**src/cmp_ctrl_map.svh**
```systemverilog
`ifndef CMP_CTRL_MAP_SVH
`define CMP_CTRL_MAP_SVH
// ---------------------------------
// Register offsets
// ---------------------------------
`define OFS_CTRL 8'h00
`define OFS_FLAGS 8'h01
`define OFS_ENABLES 8'h02
`define OFS_IRQ_CTRL 8'h03
`define OFS_DIR 8'h04
`define OFS_LATCH 8'h05
`define OFS_PORT 8'h06
`define OFS_EVT_STAT 8'h07
`define OFS_EVT_MASK 8'h08
// ---------------------------------
// Field positions
// ---------------------------------
`define BIT_TWO_RES 7
`define BIT_ONE_RES 6
`define BIT_TWO_INV 5
`define BIT_ONE_INV 4
`define BIT_SWITCH 3
`define BIT_CMP_FLAG 6
`define BIT_CMP_EN 6
`define BIT_GLOBAL_EN 7
`define BIT_PERIPH_EN 6
`define PIN_ONE_OUT 4
`define PIN_TWO_OUT 5
// ---------------------------------
// Reset values and sync stage count
// ---------------------------------
`define CTRL_RST 8'h07
`define DIR_RST 6'h3f
`define SYNC_STAGES 2
`endif

```
**src/cmp_ctrl_pkg.sv**
```systemverilog
package cmp_ctrl_pkg;
   typedef enum logic [2:0]
   {
      MODE_RESET_ANALOG = 3'h0,
      MODE_ONE_INDEP = 3'h1,
      MODE_TWO_INDEP = 3'h2,
      MODE_TWO_COMMON_OUT = 3'h3,
      MODE_TWO_COMMON = 3'h4,
      MODE_ONE_INDEP_OUT = 3'h5,
      MODE_FOUR_MUX_VREF = 3'h6,
      MODE_OFF = 3'h7
   } cmp_mode_type;
   typedef logic [7:0] reg_byte_type;
   typedef logic [5:0] port_bits_type;
endpackage : cmp_ctrl_pkg

```
**src/cmp_ctrl.sv**
```systemverilog
// Local design decisions: strobed register access and the placing of the registers.
`timescale 1ns/100ps
`include "cmp_ctrl_map.svh"
module cmp_ctrl
(
   input wire logic core_clk_in,
   input wire logic arst_n_in,
   input wire logic [7:0] addr_in,
   input cmp_ctrl_pkg::reg_byte_type wdata_in,
   input wire logic wr_in,
   input wire logic rd_in,
   output cmp_ctrl_pkg::reg_byte_type rdata_out,
   input wire logic [1:0] cmp_raw_in,
   input wire logic sleep_in,
   input cmp_ctrl_pkg::port_bits_type pin_in,
   output cmp_ctrl_pkg::port_bits_type pin_data_out,
   output cmp_ctrl_pkg::port_bits_type pin_oe_n_out,
   output logic cmps_off_out,
   output logic vref_sel_out,
   output logic one_neg_alt_out,
   output logic two_neg_alt_out,
   output logic cmp_irq_req_out,
   output logic wake_out,
   output logic irq_out
);
   import cmp_ctrl_pkg::*;

   // ---------------------------------
   // Address decode
   // ---------------------------------
   function automatic logic hit(input logic [7:0] a, input logic [7:0] ofs);
      hit = (a == ofs);
   endfunction : hit

   logic ctrl_wr;
   logic ctrl_rd;
   logic ctrl_access;
   assign ctrl_wr = wr_in & hit(addr_in, `OFS_CTRL);
   assign ctrl_rd = rd_in & hit(addr_in, `OFS_CTRL);
   assign ctrl_access = ctrl_wr | ctrl_rd;

   // ---------------------------------
   // Control register
   // ---------------------------------
   cmp_mode_type mode_q;
   logic [1:0] inv_q;
   logic switch_q;

   always_ff @(posedge core_clk_in or negedge arst_n_in)
   begin
      if (!arst_n_in)
      begin
         mode_q <= cmp_mode_type'(3'(`CTRL_RST));
         inv_q <= 2'h0;
         switch_q <= 1'b0;
      end
      else if (ctrl_wr)
      begin
         mode_q <= cmp_mode_type'(wdata_in[2:0]);
         inv_q <= {wdata_in[`BIT_TWO_INV], wdata_in[`BIT_ONE_INV]};
         switch_q <= wdata_in[`BIT_SWITCH];
      end
   end

   logic [3:0] analog_pins;
   logic route_one;
   logic route_two;

   cmp_mode_decode u_decode
   (
      .mode_in(mode_q),
      .switch_in(switch_q),
      .cmps_off_out(cmps_off_out),
      .vref_sel_out(vref_sel_out),
      .one_neg_alt_out(one_neg_alt_out),
      .two_neg_alt_out(two_neg_alt_out),
      .route_one_out(route_one),
      .route_two_out(route_two),
      .analog_pins_out(analog_pins)
   );

   // ---------------------------------
   // Result path
   // ---------------------------------
   logic [1:0] res_sync;
   logic [1:0] live;
   logic [1:0] raw_res;

   cmp_sync u_sync
   (
      .core_clk_in(core_clk_in),
      .arst_n_in(arst_n_in),
      .async_in(cmp_raw_in),
      .sync_out(res_sync)
   );

   genvar gi;
   generate
      for (gi = 0; gi < 2; gi++)
      begin : g_res
         // Off comparators report low before inversion
         assign live[gi] = (res_sync[gi] & ~cmps_off_out) ^ inv_q[gi];
         assign raw_res[gi] = (cmp_raw_in[gi] & ~cmps_off_out) ^ inv_q[gi];
      end
   endgenerate

   // ---------------------------------
   // Mismatch capture
   // ---------------------------------
   logic [1:0] last_q;
   logic mismatch;
   assign mismatch = (live != last_q);

   // A change in the access cycle is absorbed here
   always_ff @(posedge core_clk_in or negedge arst_n_in)
   begin
      if (!arst_n_in)
         last_q <= 2'h0;
      else if (ctrl_access)
         last_q <= live;
   end

   // ---------------------------------
   // Interrupt flag and enables
   // ---------------------------------
   logic flag_q;
   logic cmp_en_q;
   logic periph_en_q;
   logic global_en_q;
   logic flags_wr;

   assign flags_wr = wr_in & hit(addr_in, `OFS_FLAGS);

   always_ff @(posedge core_clk_in or negedge arst_n_in)
   begin
      if (!arst_n_in)
         flag_q <= 1'b0;
      else if (mismatch)
         flag_q <= 1'b1;
      else if (flags_wr)
         flag_q <= wdata_in[`BIT_CMP_FLAG];
   end

   always_ff @(posedge core_clk_in or negedge arst_n_in)
   begin
      if (!arst_n_in)
         cmp_en_q <= 1'b0;
      else if (wr_in && hit(addr_in, `OFS_ENABLES))
         cmp_en_q <= wdata_in[`BIT_CMP_EN];
   end

   always_ff @(posedge core_clk_in or negedge arst_n_in)
   begin
      if (!arst_n_in)
      begin
         global_en_q <= 1'b0;
         periph_en_q <= 1'b0;
      end
      else if (wr_in && hit(addr_in, `OFS_IRQ_CTRL))
      begin
         global_en_q <= wdata_in[`BIT_GLOBAL_EN];
         periph_en_q <= wdata_in[`BIT_PERIPH_EN];
      end
   end

   assign cmp_irq_req_out = flag_q & cmp_en_q & periph_en_q & global_en_q;
   // Sleep gates only wake here, so wake needs no global enable
   assign wake_out = sleep_in & flag_q & cmp_en_q & periph_en_q;

   // ---------------------------------
   // Port pins
   // ---------------------------------
   port_bits_type dir_q;
   port_bits_type latch_q;

   always_ff @(posedge core_clk_in or negedge arst_n_in)
   begin
      if (!arst_n_in)
         dir_q <= `DIR_RST;
      else if (wr_in && hit(addr_in, `OFS_DIR))
         dir_q <= wdata_in[5:0];
   end

   always_ff @(posedge core_clk_in or negedge arst_n_in)
   begin
      if (!arst_n_in)
         latch_q <= 6'h00;
      else if (wr_in && hit(addr_in, `OFS_LATCH))
         latch_q <= wdata_in[5:0];
   end

   always_comb
   begin
      pin_data_out = latch_q;
      if (route_one)
         pin_data_out[`PIN_ONE_OUT] = raw_res[0];
      if (route_two)
         pin_data_out[`PIN_TWO_OUT] = raw_res[1];
   end

   assign pin_oe_n_out = dir_q;

   port_bits_type port_rd;
   assign port_rd = pin_in & ~{2'h0, analog_pins};

   // ---------------------------------
   // Event status and mask
   // ---------------------------------
   logic [1:0] evt_stat_q;
   logic [1:0] evt_mask_q;
   logic [1:0] live_prev_q;
   logic stat_rd;

   assign stat_rd = rd_in & hit(addr_in, `OFS_EVT_STAT);

   always_ff @(posedge core_clk_in or negedge arst_n_in)
   begin
      if (!arst_n_in)
         live_prev_q <= 2'h0;
      else
         live_prev_q <= live;
   end

   // Set wins over the clearing read
   always_ff @(posedge core_clk_in or negedge arst_n_in)
   begin
      if (!arst_n_in)
         evt_stat_q <= 2'h0;
      else
         evt_stat_q <= (stat_rd ? 2'h0 : evt_stat_q) | (live ^ live_prev_q);
   end

   always_ff @(posedge core_clk_in or negedge arst_n_in)
   begin
      if (!arst_n_in)
         evt_mask_q <= 2'h0;
      else if (wr_in && hit(addr_in, `OFS_EVT_MASK))
         evt_mask_q <= wdata_in[1:0];
   end

   assign irq_out = |(evt_stat_q & evt_mask_q);

   // ---------------------------------
   // Read data
   // ---------------------------------
   always_ff @(posedge core_clk_in or negedge arst_n_in)
   begin
      if (!arst_n_in)
         rdata_out <= 8'h00;
      else if (rd_in)
      begin
         unique case (addr_in)
            `OFS_CTRL: rdata_out <= {live, inv_q, switch_q, mode_q};
            `OFS_FLAGS: rdata_out <= {1'b0, flag_q, 6'h00};
            `OFS_ENABLES: rdata_out <= {1'b0, cmp_en_q, 6'h00};
            `OFS_IRQ_CTRL: rdata_out <= {global_en_q, periph_en_q, 6'h00};
            `OFS_DIR: rdata_out <= {2'h0, dir_q};
            `OFS_LATCH: rdata_out <= {2'h0, latch_q};
            `OFS_PORT: rdata_out <= {2'h0, port_rd};
            `OFS_EVT_STAT: rdata_out <= {6'h00, evt_stat_q};
            `OFS_EVT_MASK: rdata_out <= {6'h00, evt_mask_q};
            default: rdata_out <= 8'h00;
         endcase
      end
      else
         rdata_out <= 8'h00;
   end
endmodule : cmp_ctrl

```
**src/cmp_mode_decode.sv**
```systemverilog
`timescale 1ns/100ps
`include "cmp_ctrl_map.svh"
module cmp_mode_decode
(
   input cmp_ctrl_pkg::cmp_mode_type mode_in,
   input wire logic switch_in,
   output logic cmps_off_out,
   output logic vref_sel_out,
   output logic one_neg_alt_out,
   output logic two_neg_alt_out,
   output logic route_one_out,
   output logic route_two_out,
   output logic [3:0] analog_pins_out
);
   import cmp_ctrl_pkg::*;
   always_comb
   begin
      cmps_off_out = 1'b0;
      vref_sel_out = 1'b0;
      route_one_out = 1'b0;
      route_two_out = 1'b0;
      analog_pins_out = 4'hf;
      unique case (mode_in)
         MODE_OFF:
         begin
            cmps_off_out = 1'b1;
            analog_pins_out = 4'h0;
         end
         MODE_TWO_COMMON_OUT:
         begin
            route_one_out = 1'b1;
            route_two_out = 1'b1;
         end
         MODE_ONE_INDEP_OUT:
            route_two_out = 1'b1;
         MODE_FOUR_MUX_VREF:
            vref_sel_out = 1'b1;
         MODE_RESET_ANALOG, MODE_ONE_INDEP, MODE_TWO_INDEP, MODE_TWO_COMMON:
            analog_pins_out = 4'hf;
      endcase
   end
   // Switch only acts in the four input mode
   assign one_neg_alt_out = vref_sel_out & switch_in;
   assign two_neg_alt_out = vref_sel_out & switch_in;
endmodule : cmp_mode_decode

```
**src/cmp_sync.sv**
```systemverilog
`timescale 1ns/100ps
`include "cmp_ctrl_map.svh"
module cmp_sync
(
   input wire logic core_clk_in,
   input wire logic arst_n_in,
   input wire logic [1:0] async_in,
   output logic [1:0] sync_out
);
   logic [1:0] meta_q;
   // ---------------------------------
   // Two stage capture per bit
   // ---------------------------------
   always_ff @(posedge core_clk_in or negedge arst_n_in)
   begin
      if (!arst_n_in)
      begin
         meta_q <= 2'h0;
         sync_out <= 2'h0;
      end
      else
      begin
         meta_q <= async_in;
         sync_out <= meta_q;
      end
   end
endmodule : cmp_sync
```
**config.mk**
```make
export PLATFORM = sky130hd
export DESIGN_NAME = cmp_ctrl
export DESIGN_NICKNAME = d
export VERILOG_FILES = /design/src/cmp_ctrl_pkg.sv /design/src/cmp_ctrl.sv /design/src/cmp_mode_decode.sv /design/src/cmp_sync.sv
export VERILOG_INCLUDE_DIRS = /design/src
export SDC_FILE = /design/constraint.sdc
export NUM_CORES = 1
export LEC_CHECK = 0
export BUFFER_PORTS_ARGS = -buffer_cell sky130_fd_sc_hd__buf_2
export CAP_MARGIN = 20
export CORE_MARGIN = 1
export CORE_UTILIZATION = 40
export CTS_BUF_LIST = sky130_fd_sc_hd__clkbuf_8
export CTS_CLUSTER_SIZE = 28
export DETAILED_ROUTE_END_ITERATION = 7
export SYNTH_ARGS = -nofsm -noshare
export SYNTH_HDL_FRONTEND = slang
export SYNTH_SLANG_ARGS = --single-unit
```
**constraint.sdc**
```tcl
create_clock -name core_clk_in -period 3.1 [get_ports core_clk_in]
set_input_delay 0.62 -clock core_clk_in [delete_from_list [all_inputs] [get_ports core_clk_in]]
set_output_delay 0.62 -clock core_clk_in [all_outputs]
set_load 0.005 [all_outputs]
```
; Yosys cells after proc, flatten, opt, wreduce, memory -nomap -nowiden
; Cells that the tools add are included.
[word_totals]
ff_bits = 42
output_inout_bits = 27
inputBits = 29
[classes]
bitwise_logic = 26
eq_ne = 13
muxes = 12
reduce_logical = 9
[ops]
columns = cell, n
row1 = 8-bit one-hot mux with 9 select lines, 1
row2 = 8-bit by 3-bit equality test with 1-bit output (second input constant), 4
row3 = 8-bit by 2-bit equality test with 1-bit output (second input constant), 2
row4 = 1-bit AND, 15
row5 = 3-bit equality test (second input constant), 3
row6 = 8-bit by 1-bit equality test with 1-bit output (second input constant), 1
row7 = 8-bit by 4-bit equality test with 1-bit output (second input constant), 1
row8 = 8-bit zero test, 1
row9 = 1-bit 2-to-1 mux, 8
row10 = 8-bit 2-to-1 mux, 1
row11 = 6-bit AND, 1
row12 = 4-bit NOT with 6-bit output, 1
row13 = 1-bit logical AND, 5
row14 = 4-bit 2-to-1 mux, 1
row15 = 2-bit OR reduction, 2
row16 = 1-bit XOR, 4
row17 = 3-bit by 2-bit equality test with 1-bit output (second input constant), 1
row18 = 2-bit AND, 1
row19 = 2-bit 2-to-1 mux, 1
row20 = 2-bit inequality test, 1
row21 = 2-bit bitwise OR, 1
row22 = 2-bit nonzero test, 1
row23 = 2-bit XOR, 1
row24 = 1-bit NOT, 1
row25 = 1-bit bitwise OR, 1

; Longest topological paths before layout
[depth]
word_depth = 7
depth_mapped = 6

; Cells and area by module
; From an unflattened synthesis, not the netlist that was laid out.
[unflattened]
cells_unflattened = 185
area_unflattened_um2 = 2210.9
[modules_own_cells]
columns = module, seq_area_each_um2, area_each_um2, instances, cells_per_inst
row1 = cmp_ctrl, 962.2, 2026.9, 1, 168
row2 = cmp_sync, 100.1, 100.1, 1, 4
row3 = cmp_mode_decode, 0.0, 83.8, 1, 13

; Worst setup path before layout
; Ideal clock, no wire load.
[synth_timing]
kind = input port to flip-flop
start = input port addr_in[5]
end = register latch_q[0]
stages = 5
slack_ns = 1.138
arrival_time_ns = 1.838
t_required_ns = 2.975
setup_time_ns = 0.125
path_cell_list = nor4_2 > buf_4 > nand3_4 > nor3b_4 > mux2_2
[synth_via]
elab_chain_cells = 2
[synth_rtl]
columns = element, line
row1 = start: declaration, cmp_ctrl.sv:8  ; input wire logic [7:0] addr_in,
row2 = 8-bit by 3-bit equality test with 1-bit output, cmp_ctrl.sv:32  ; hit = (a == ofs);
row3 = 1-bit logical AND, cmp_ctrl.sv:188  ; else if (wr_in && hit(addr_in, `OFS_LATCH))
row4 = end signal: assignment, cmp_ctrl.sv:189  ; latch_q <= wdata_in[5:0];
row5 = end: declaration, cmp_ctrl.sv:174  ; port_bits_type latch_q;
; No other way between the ends.
; A chain may end at the register's enable or synchronous reset.

; Worst setup path after layout
[layout_timing]
start = register mode_q[2]
end = output port pin_data_out[5]
[layout_via]
elab_chain_cells = 6
word_cells_on_any_way = 10
cone_classes = 3 x eq/ne / 3 x mux / 3 x bitwise / 1 x reduce/logical
[layout_rtl]
columns = element, line
row1 = start: declaration, cmp_ctrl.sv:45  ; cmp_mode_type mode_q;
row2 = start signal: assignment, cmp_ctrl.sv:53  ; mode_q <= cmp_mode_type'(3'(`CTRL_RST));
row3 = start signal: assignment, cmp_ctrl.sv:59  ; mode_q <= cmp_mode_type'(wdata_in[2:0]);
row4 = 3-bit equality test, cmp_mode_decode.sv:23  ; unique case (mode_in)
row5 = 1-bit 2-to-1 mux, cmp_mode_decode.sv:23
row6 = 1-bit NOT, cmp_ctrl.sv:103  ; assign raw_res[gi] = (cmp_raw_in[gi] & ~cmps_off_out) ^ inv_q[gi];
row7 = 1-bit AND, cmp_ctrl.sv:103
row8 = 1-bit XOR, cmp_ctrl.sv:103
row9 = 1-bit 2-to-1 mux (*), cmp_ctrl.sv:197  ; if (route_two)
row10 = end: declaration, cmp_ctrl.sv:16  ; output cmp_ctrl_pkg::port_bits_type pin_data_out,
; Mark *: on every way between the ends. The rest lies on a longest branch, timed or not.

==> flow_metrics.py <==
metrics = {
    "global_route": {
        "global_route_wire_length_before_repair_mm": 7.60,
        "grt_antenna_before_repair": 0,
        "global_route.overflow_total": 0,
        "first_global_vias": 1501,
        "grt.total_usage_pct": 18.7,
        "grt_max_degree": 43,
    },
    "setup_path": {
        "crit_required_ns": 2.48,
        "cp_slowest_stage_delay_ns": 0.60,
        "regToRegSetupSlack_ns": 1.31,
        "critical_path_class": "reg2out",
        "crit_chain": "xor2_1, a21oi_1, a31oi_1, buf_2",
        "timing.critical_path.to_type": "primary output",
        "cp-start-kind": "flip-flop",
        "timing.critical_path.slowest_stage_cell": "dfstp_2",
        "critical_path_peak_fanout": 6,
        "timing.critical_path.arrival_ns": 1.47,
    },
    "floorplanning": {
        "floorplan.io_pins": 56,
        "core_area_um2": 5110,
        "die_h_um": 75.0,
        "floorplan.initialDensity_pct": 41.8,
        "standard_cell_rows": 26,
        "die-area_um2": 5630,
        "die_w_um": 75.0,
    },
    "sta": {
        "max_slew_violation_count": 0,
        "timing.max_slew.rel_slack_pct": 39.4,
        "clock.fmax_mhz": 479,
        "timing_worst_slew_pin_value_ns": 0.909,
        "setup_ws_ns": 1.01,
        "final_layout_setup_total_negative_slack_ns": 0,
        "rsz_0062_raised_after_global_routing": "false",
        "timing.final.hold_violations": 0,
        "setup-violations-final": 0,
        "post-route-min-period_ns": 2.09,
        "final.period_utilization_pct": 67.4,
        "final.setup_skew_ns": 0.00824,
    },
    "routing": {
        "drt_initial_violations": 104,
        "route.detailed.vias_per_inst": 5.23,
        "routed_wl_mm": 4.65,
        "number_of_antenna_violating_nets_in_the_routed_design": 0,
        "routed-via-count": 1558,
        "drt_first_pass_iters": 4,
        "drc": 0,
        "route.detailed.wl_per_inst_um": 15.6,
    },
    "pwr": {
        "power.static_leakage_nw": 1.24,
        "comb_pwr_share_pct": 10.5,
        "ir_worst_vdd_v": 0.000254,
        "pwr_density_cell_nw_per_um2": 445,
        "clkPwrFrac_pct": 37.1,
        "netSwitchingFraction_pct": 23.2,
        "cell_internal_pwr_w": 0.000866,
        "sequentialPowerShare_pct": 52.4,
        "p_sw_w": 0.000261,
    },
    "clock_network": {
        "cts_tree": "yes",
        "post_cts_setup_buffer_count": 0,
        "sinks_on_clock_net": 42,
        "insertion_delay_ns": 0.30,
        "worst_setup_hold_path_clk_slew_ns": 0.08,
        "postCtsResizedCells": 0,
        "cts-root-buf": "clkbuf_8",
        "cts_hold_repair.buffers": 0,
        "cts.path.max_buffers": 2,
        "h-tree-depth": 2,
        "cts-buffers-inserted": 5,
    },
    "yosys": {
        "yosys_warnings": 0,
        "yosys-top-cells-area": "dfrtp_1 39%, mux2_2 15%, dfstp_2 11%",
        "per_instance_average_area_after_synthesis_um2": 12.1,
        "yosysTopAreaCell": "dfrtp_1",
        "synth_nets": 206,
        "async_flop_share_pct": 100,
        "synth_ff_type": "dfrtp_1",
        "synth_seq_area_share_pct": 49.8,
        "post-synth-top-area-fraction_pct": 38.7,
        "synth_area_um2": 2130,
        "yosysMostFrequentCell": "dfrtp_1",
        "ff_latch_count_synth": 42,
        "synth.top_cells.by_count": "33 x dfrtp_1, 29 x mux2_2, 10 x nand2_1",
        "synth_enable_flop_cells": 0,
        "synth_cell_type_count": 41,
        "synth_cells": 177,
    },
    "worst_hold_path": {
        "hold_class": "reg2reg",
    },
    "placed_design": {
        "io_buffers": 55,
        "number_of_placed_instances_with_taps_included": 290,
        "placement.setup.worst_slack_ns": 0.874,
        "gp_routability_congestion": 0.759,
        "dp_hpwl_mm": 3.46,
    },
    "cells_and_area": {
        "areaGrowthSynthToFinish_pct": 18.9,
        "fillCellCount": 481,
        "final_layout_size_suffix_gt1_share_pct": 46.1,
        "antenna_cells": 0,
        "layout.nets": 256,
        "finish.cell_count_without_fillers": 298,
    },
    "outcome": {
        "outcome": "finished clean",
    },
    "job": {
        "max_cap_violations": 0,
    },
}
==> layout by cell type, fill, tap and decap left out, types with 2 or more instances in the layout <==
cell type	count
nor4_2	2
dfrtp_1	33
nor3_1	2
a32oi_1	2
nand4_1	2
nor2_1	9
nand3b_1	3
mux2i_1	6
a2bb2oi_1	2
buf_2	55
nand2_1	10
inv_1	3
nor3b_1	4
nand2b_1	2
a21boi_0	2
mux2_2	29
and4_1	2
clkbuf_8	5
xnor2_1	4
a21oi_1	4
nand3_1	9
a22o_1	3
xnor3_1	2
a222oi_1	2
dfstp_2	9
o21ai_0	4
and2_1	3
nor2b_1	2
==> layer usage <==
metal / global-route usage, % / wire length, µm / vias up
met3: 4.28 / 231 / 11
met4: 7.34 / 108 / 0
li1: - / - / 743
met1: 25.4 / 2180 / 754
met2: 29.0 / 2130 / 50
met5: 0 / 0 / -
==> flip-flops by register name (all words and copies together) (netlist names) <==
| name | count |
|---|---|
| latch_q | 6 |
| global_en_q | 1 |
| evt_mask_q | 2 |
| inv_q | 2 |
| u_sync.sync_out | 2 |
| mode_q | 3 |
| rdata_out | 8 |
| periph_en_q | 1 |
| live_prev_q | 2 |
| last_q | 2 |
| pin_oe_n_out | 6 |
| u_sync.meta_q | 2 |
| switch_q | 1 |
| evt_stat_q | 2 |
| cmp_en_q | 1 |
| flag_q | 1 |
==> cell families after synthesis <==
family	share of synthesized area, %
AO/OA/AOI/OAI	8.39
XOR/XNOR	4.16
buffers and inverters	3.64
flip-flops	49.8
multiplexers	18.1
AND/OR/NAND/NOR	15.9
==> metrics by stage <==
step | utilization (%) | total power, W | hold WS (ns) | area (µm²)
floorplan | - | 0.000667 | 0.324 | 2130
global placement | 47.6 | 0.000720 | 0.334 | 2430
detailed placement | 47.6 | 0.000721 | 0.335 | 2430
CTS | 49.7 | 0.00114 | 0.354 | 2540
global route | 49.7 | 0.00117 | 0.356 | 2540
finish | 49.7 | 0.00113 | 0.351 | 2540
==> worst max-delay path: cells and delay by family, from the launching register on <==
kind	cells	cell delay [ns]
compound gates	2	0.24
xor+xnor	1	0.20
buf+inv	1	0.14
flops	1	0.60
==> power by group through the flow <==
| stage | logic [W] | registers, W | clock network (W) |
|---|---|---|---|
| 3_3_place_gp | 0.000120 | 0.000601 | 0 |
| 2_1_floorplan | 0.0000720 | 0.000595 | 0 |
| 4_1_cts | 0.000121 | 0.000591 | 0.000425 |
| 3_5_place_dp | 0.000120 | 0.000601 | 0 |
| 5_1_grt | 0.000133 | 0.000594 | 0.000446 |
| 6_report | 0.000119 | 0.000591 | 0.000418 |
==> final timing paths <==
path,depth (start not counted),start,endpoint
max,4,mode_q[2],pin_data_out[5]
max reg2reg,4,mode_q[2],rdata_out[6]
min,0,u_sync.meta_q[0],u_sync.sync_out[0]
min reg2reg,0,u_sync.meta_q[0],u_sync.sync_out[0]
max in group asynchronous,1,arst_n_in,u_sync.sync_out[1]
min in group asynchronous,1,arst_n_in,rdata_out[1]
==> layout make-up <==
class / count / area [µm²] / share of cell area (%)
clock buffers: 5 / 68.8 / 2.71
clock inverters: 3 / 37.5 / 1.48
inverters: 1 / 3.75 / 0.148
multi-input cells: 121 / 993 / 39.2
flip-flops and latches: 42 / 1060 / 41.9
well taps: 70 / 87.6 / 3.45
repair buffers: 56 / 283 / 11.1
(Power assumes the default switching activity.)
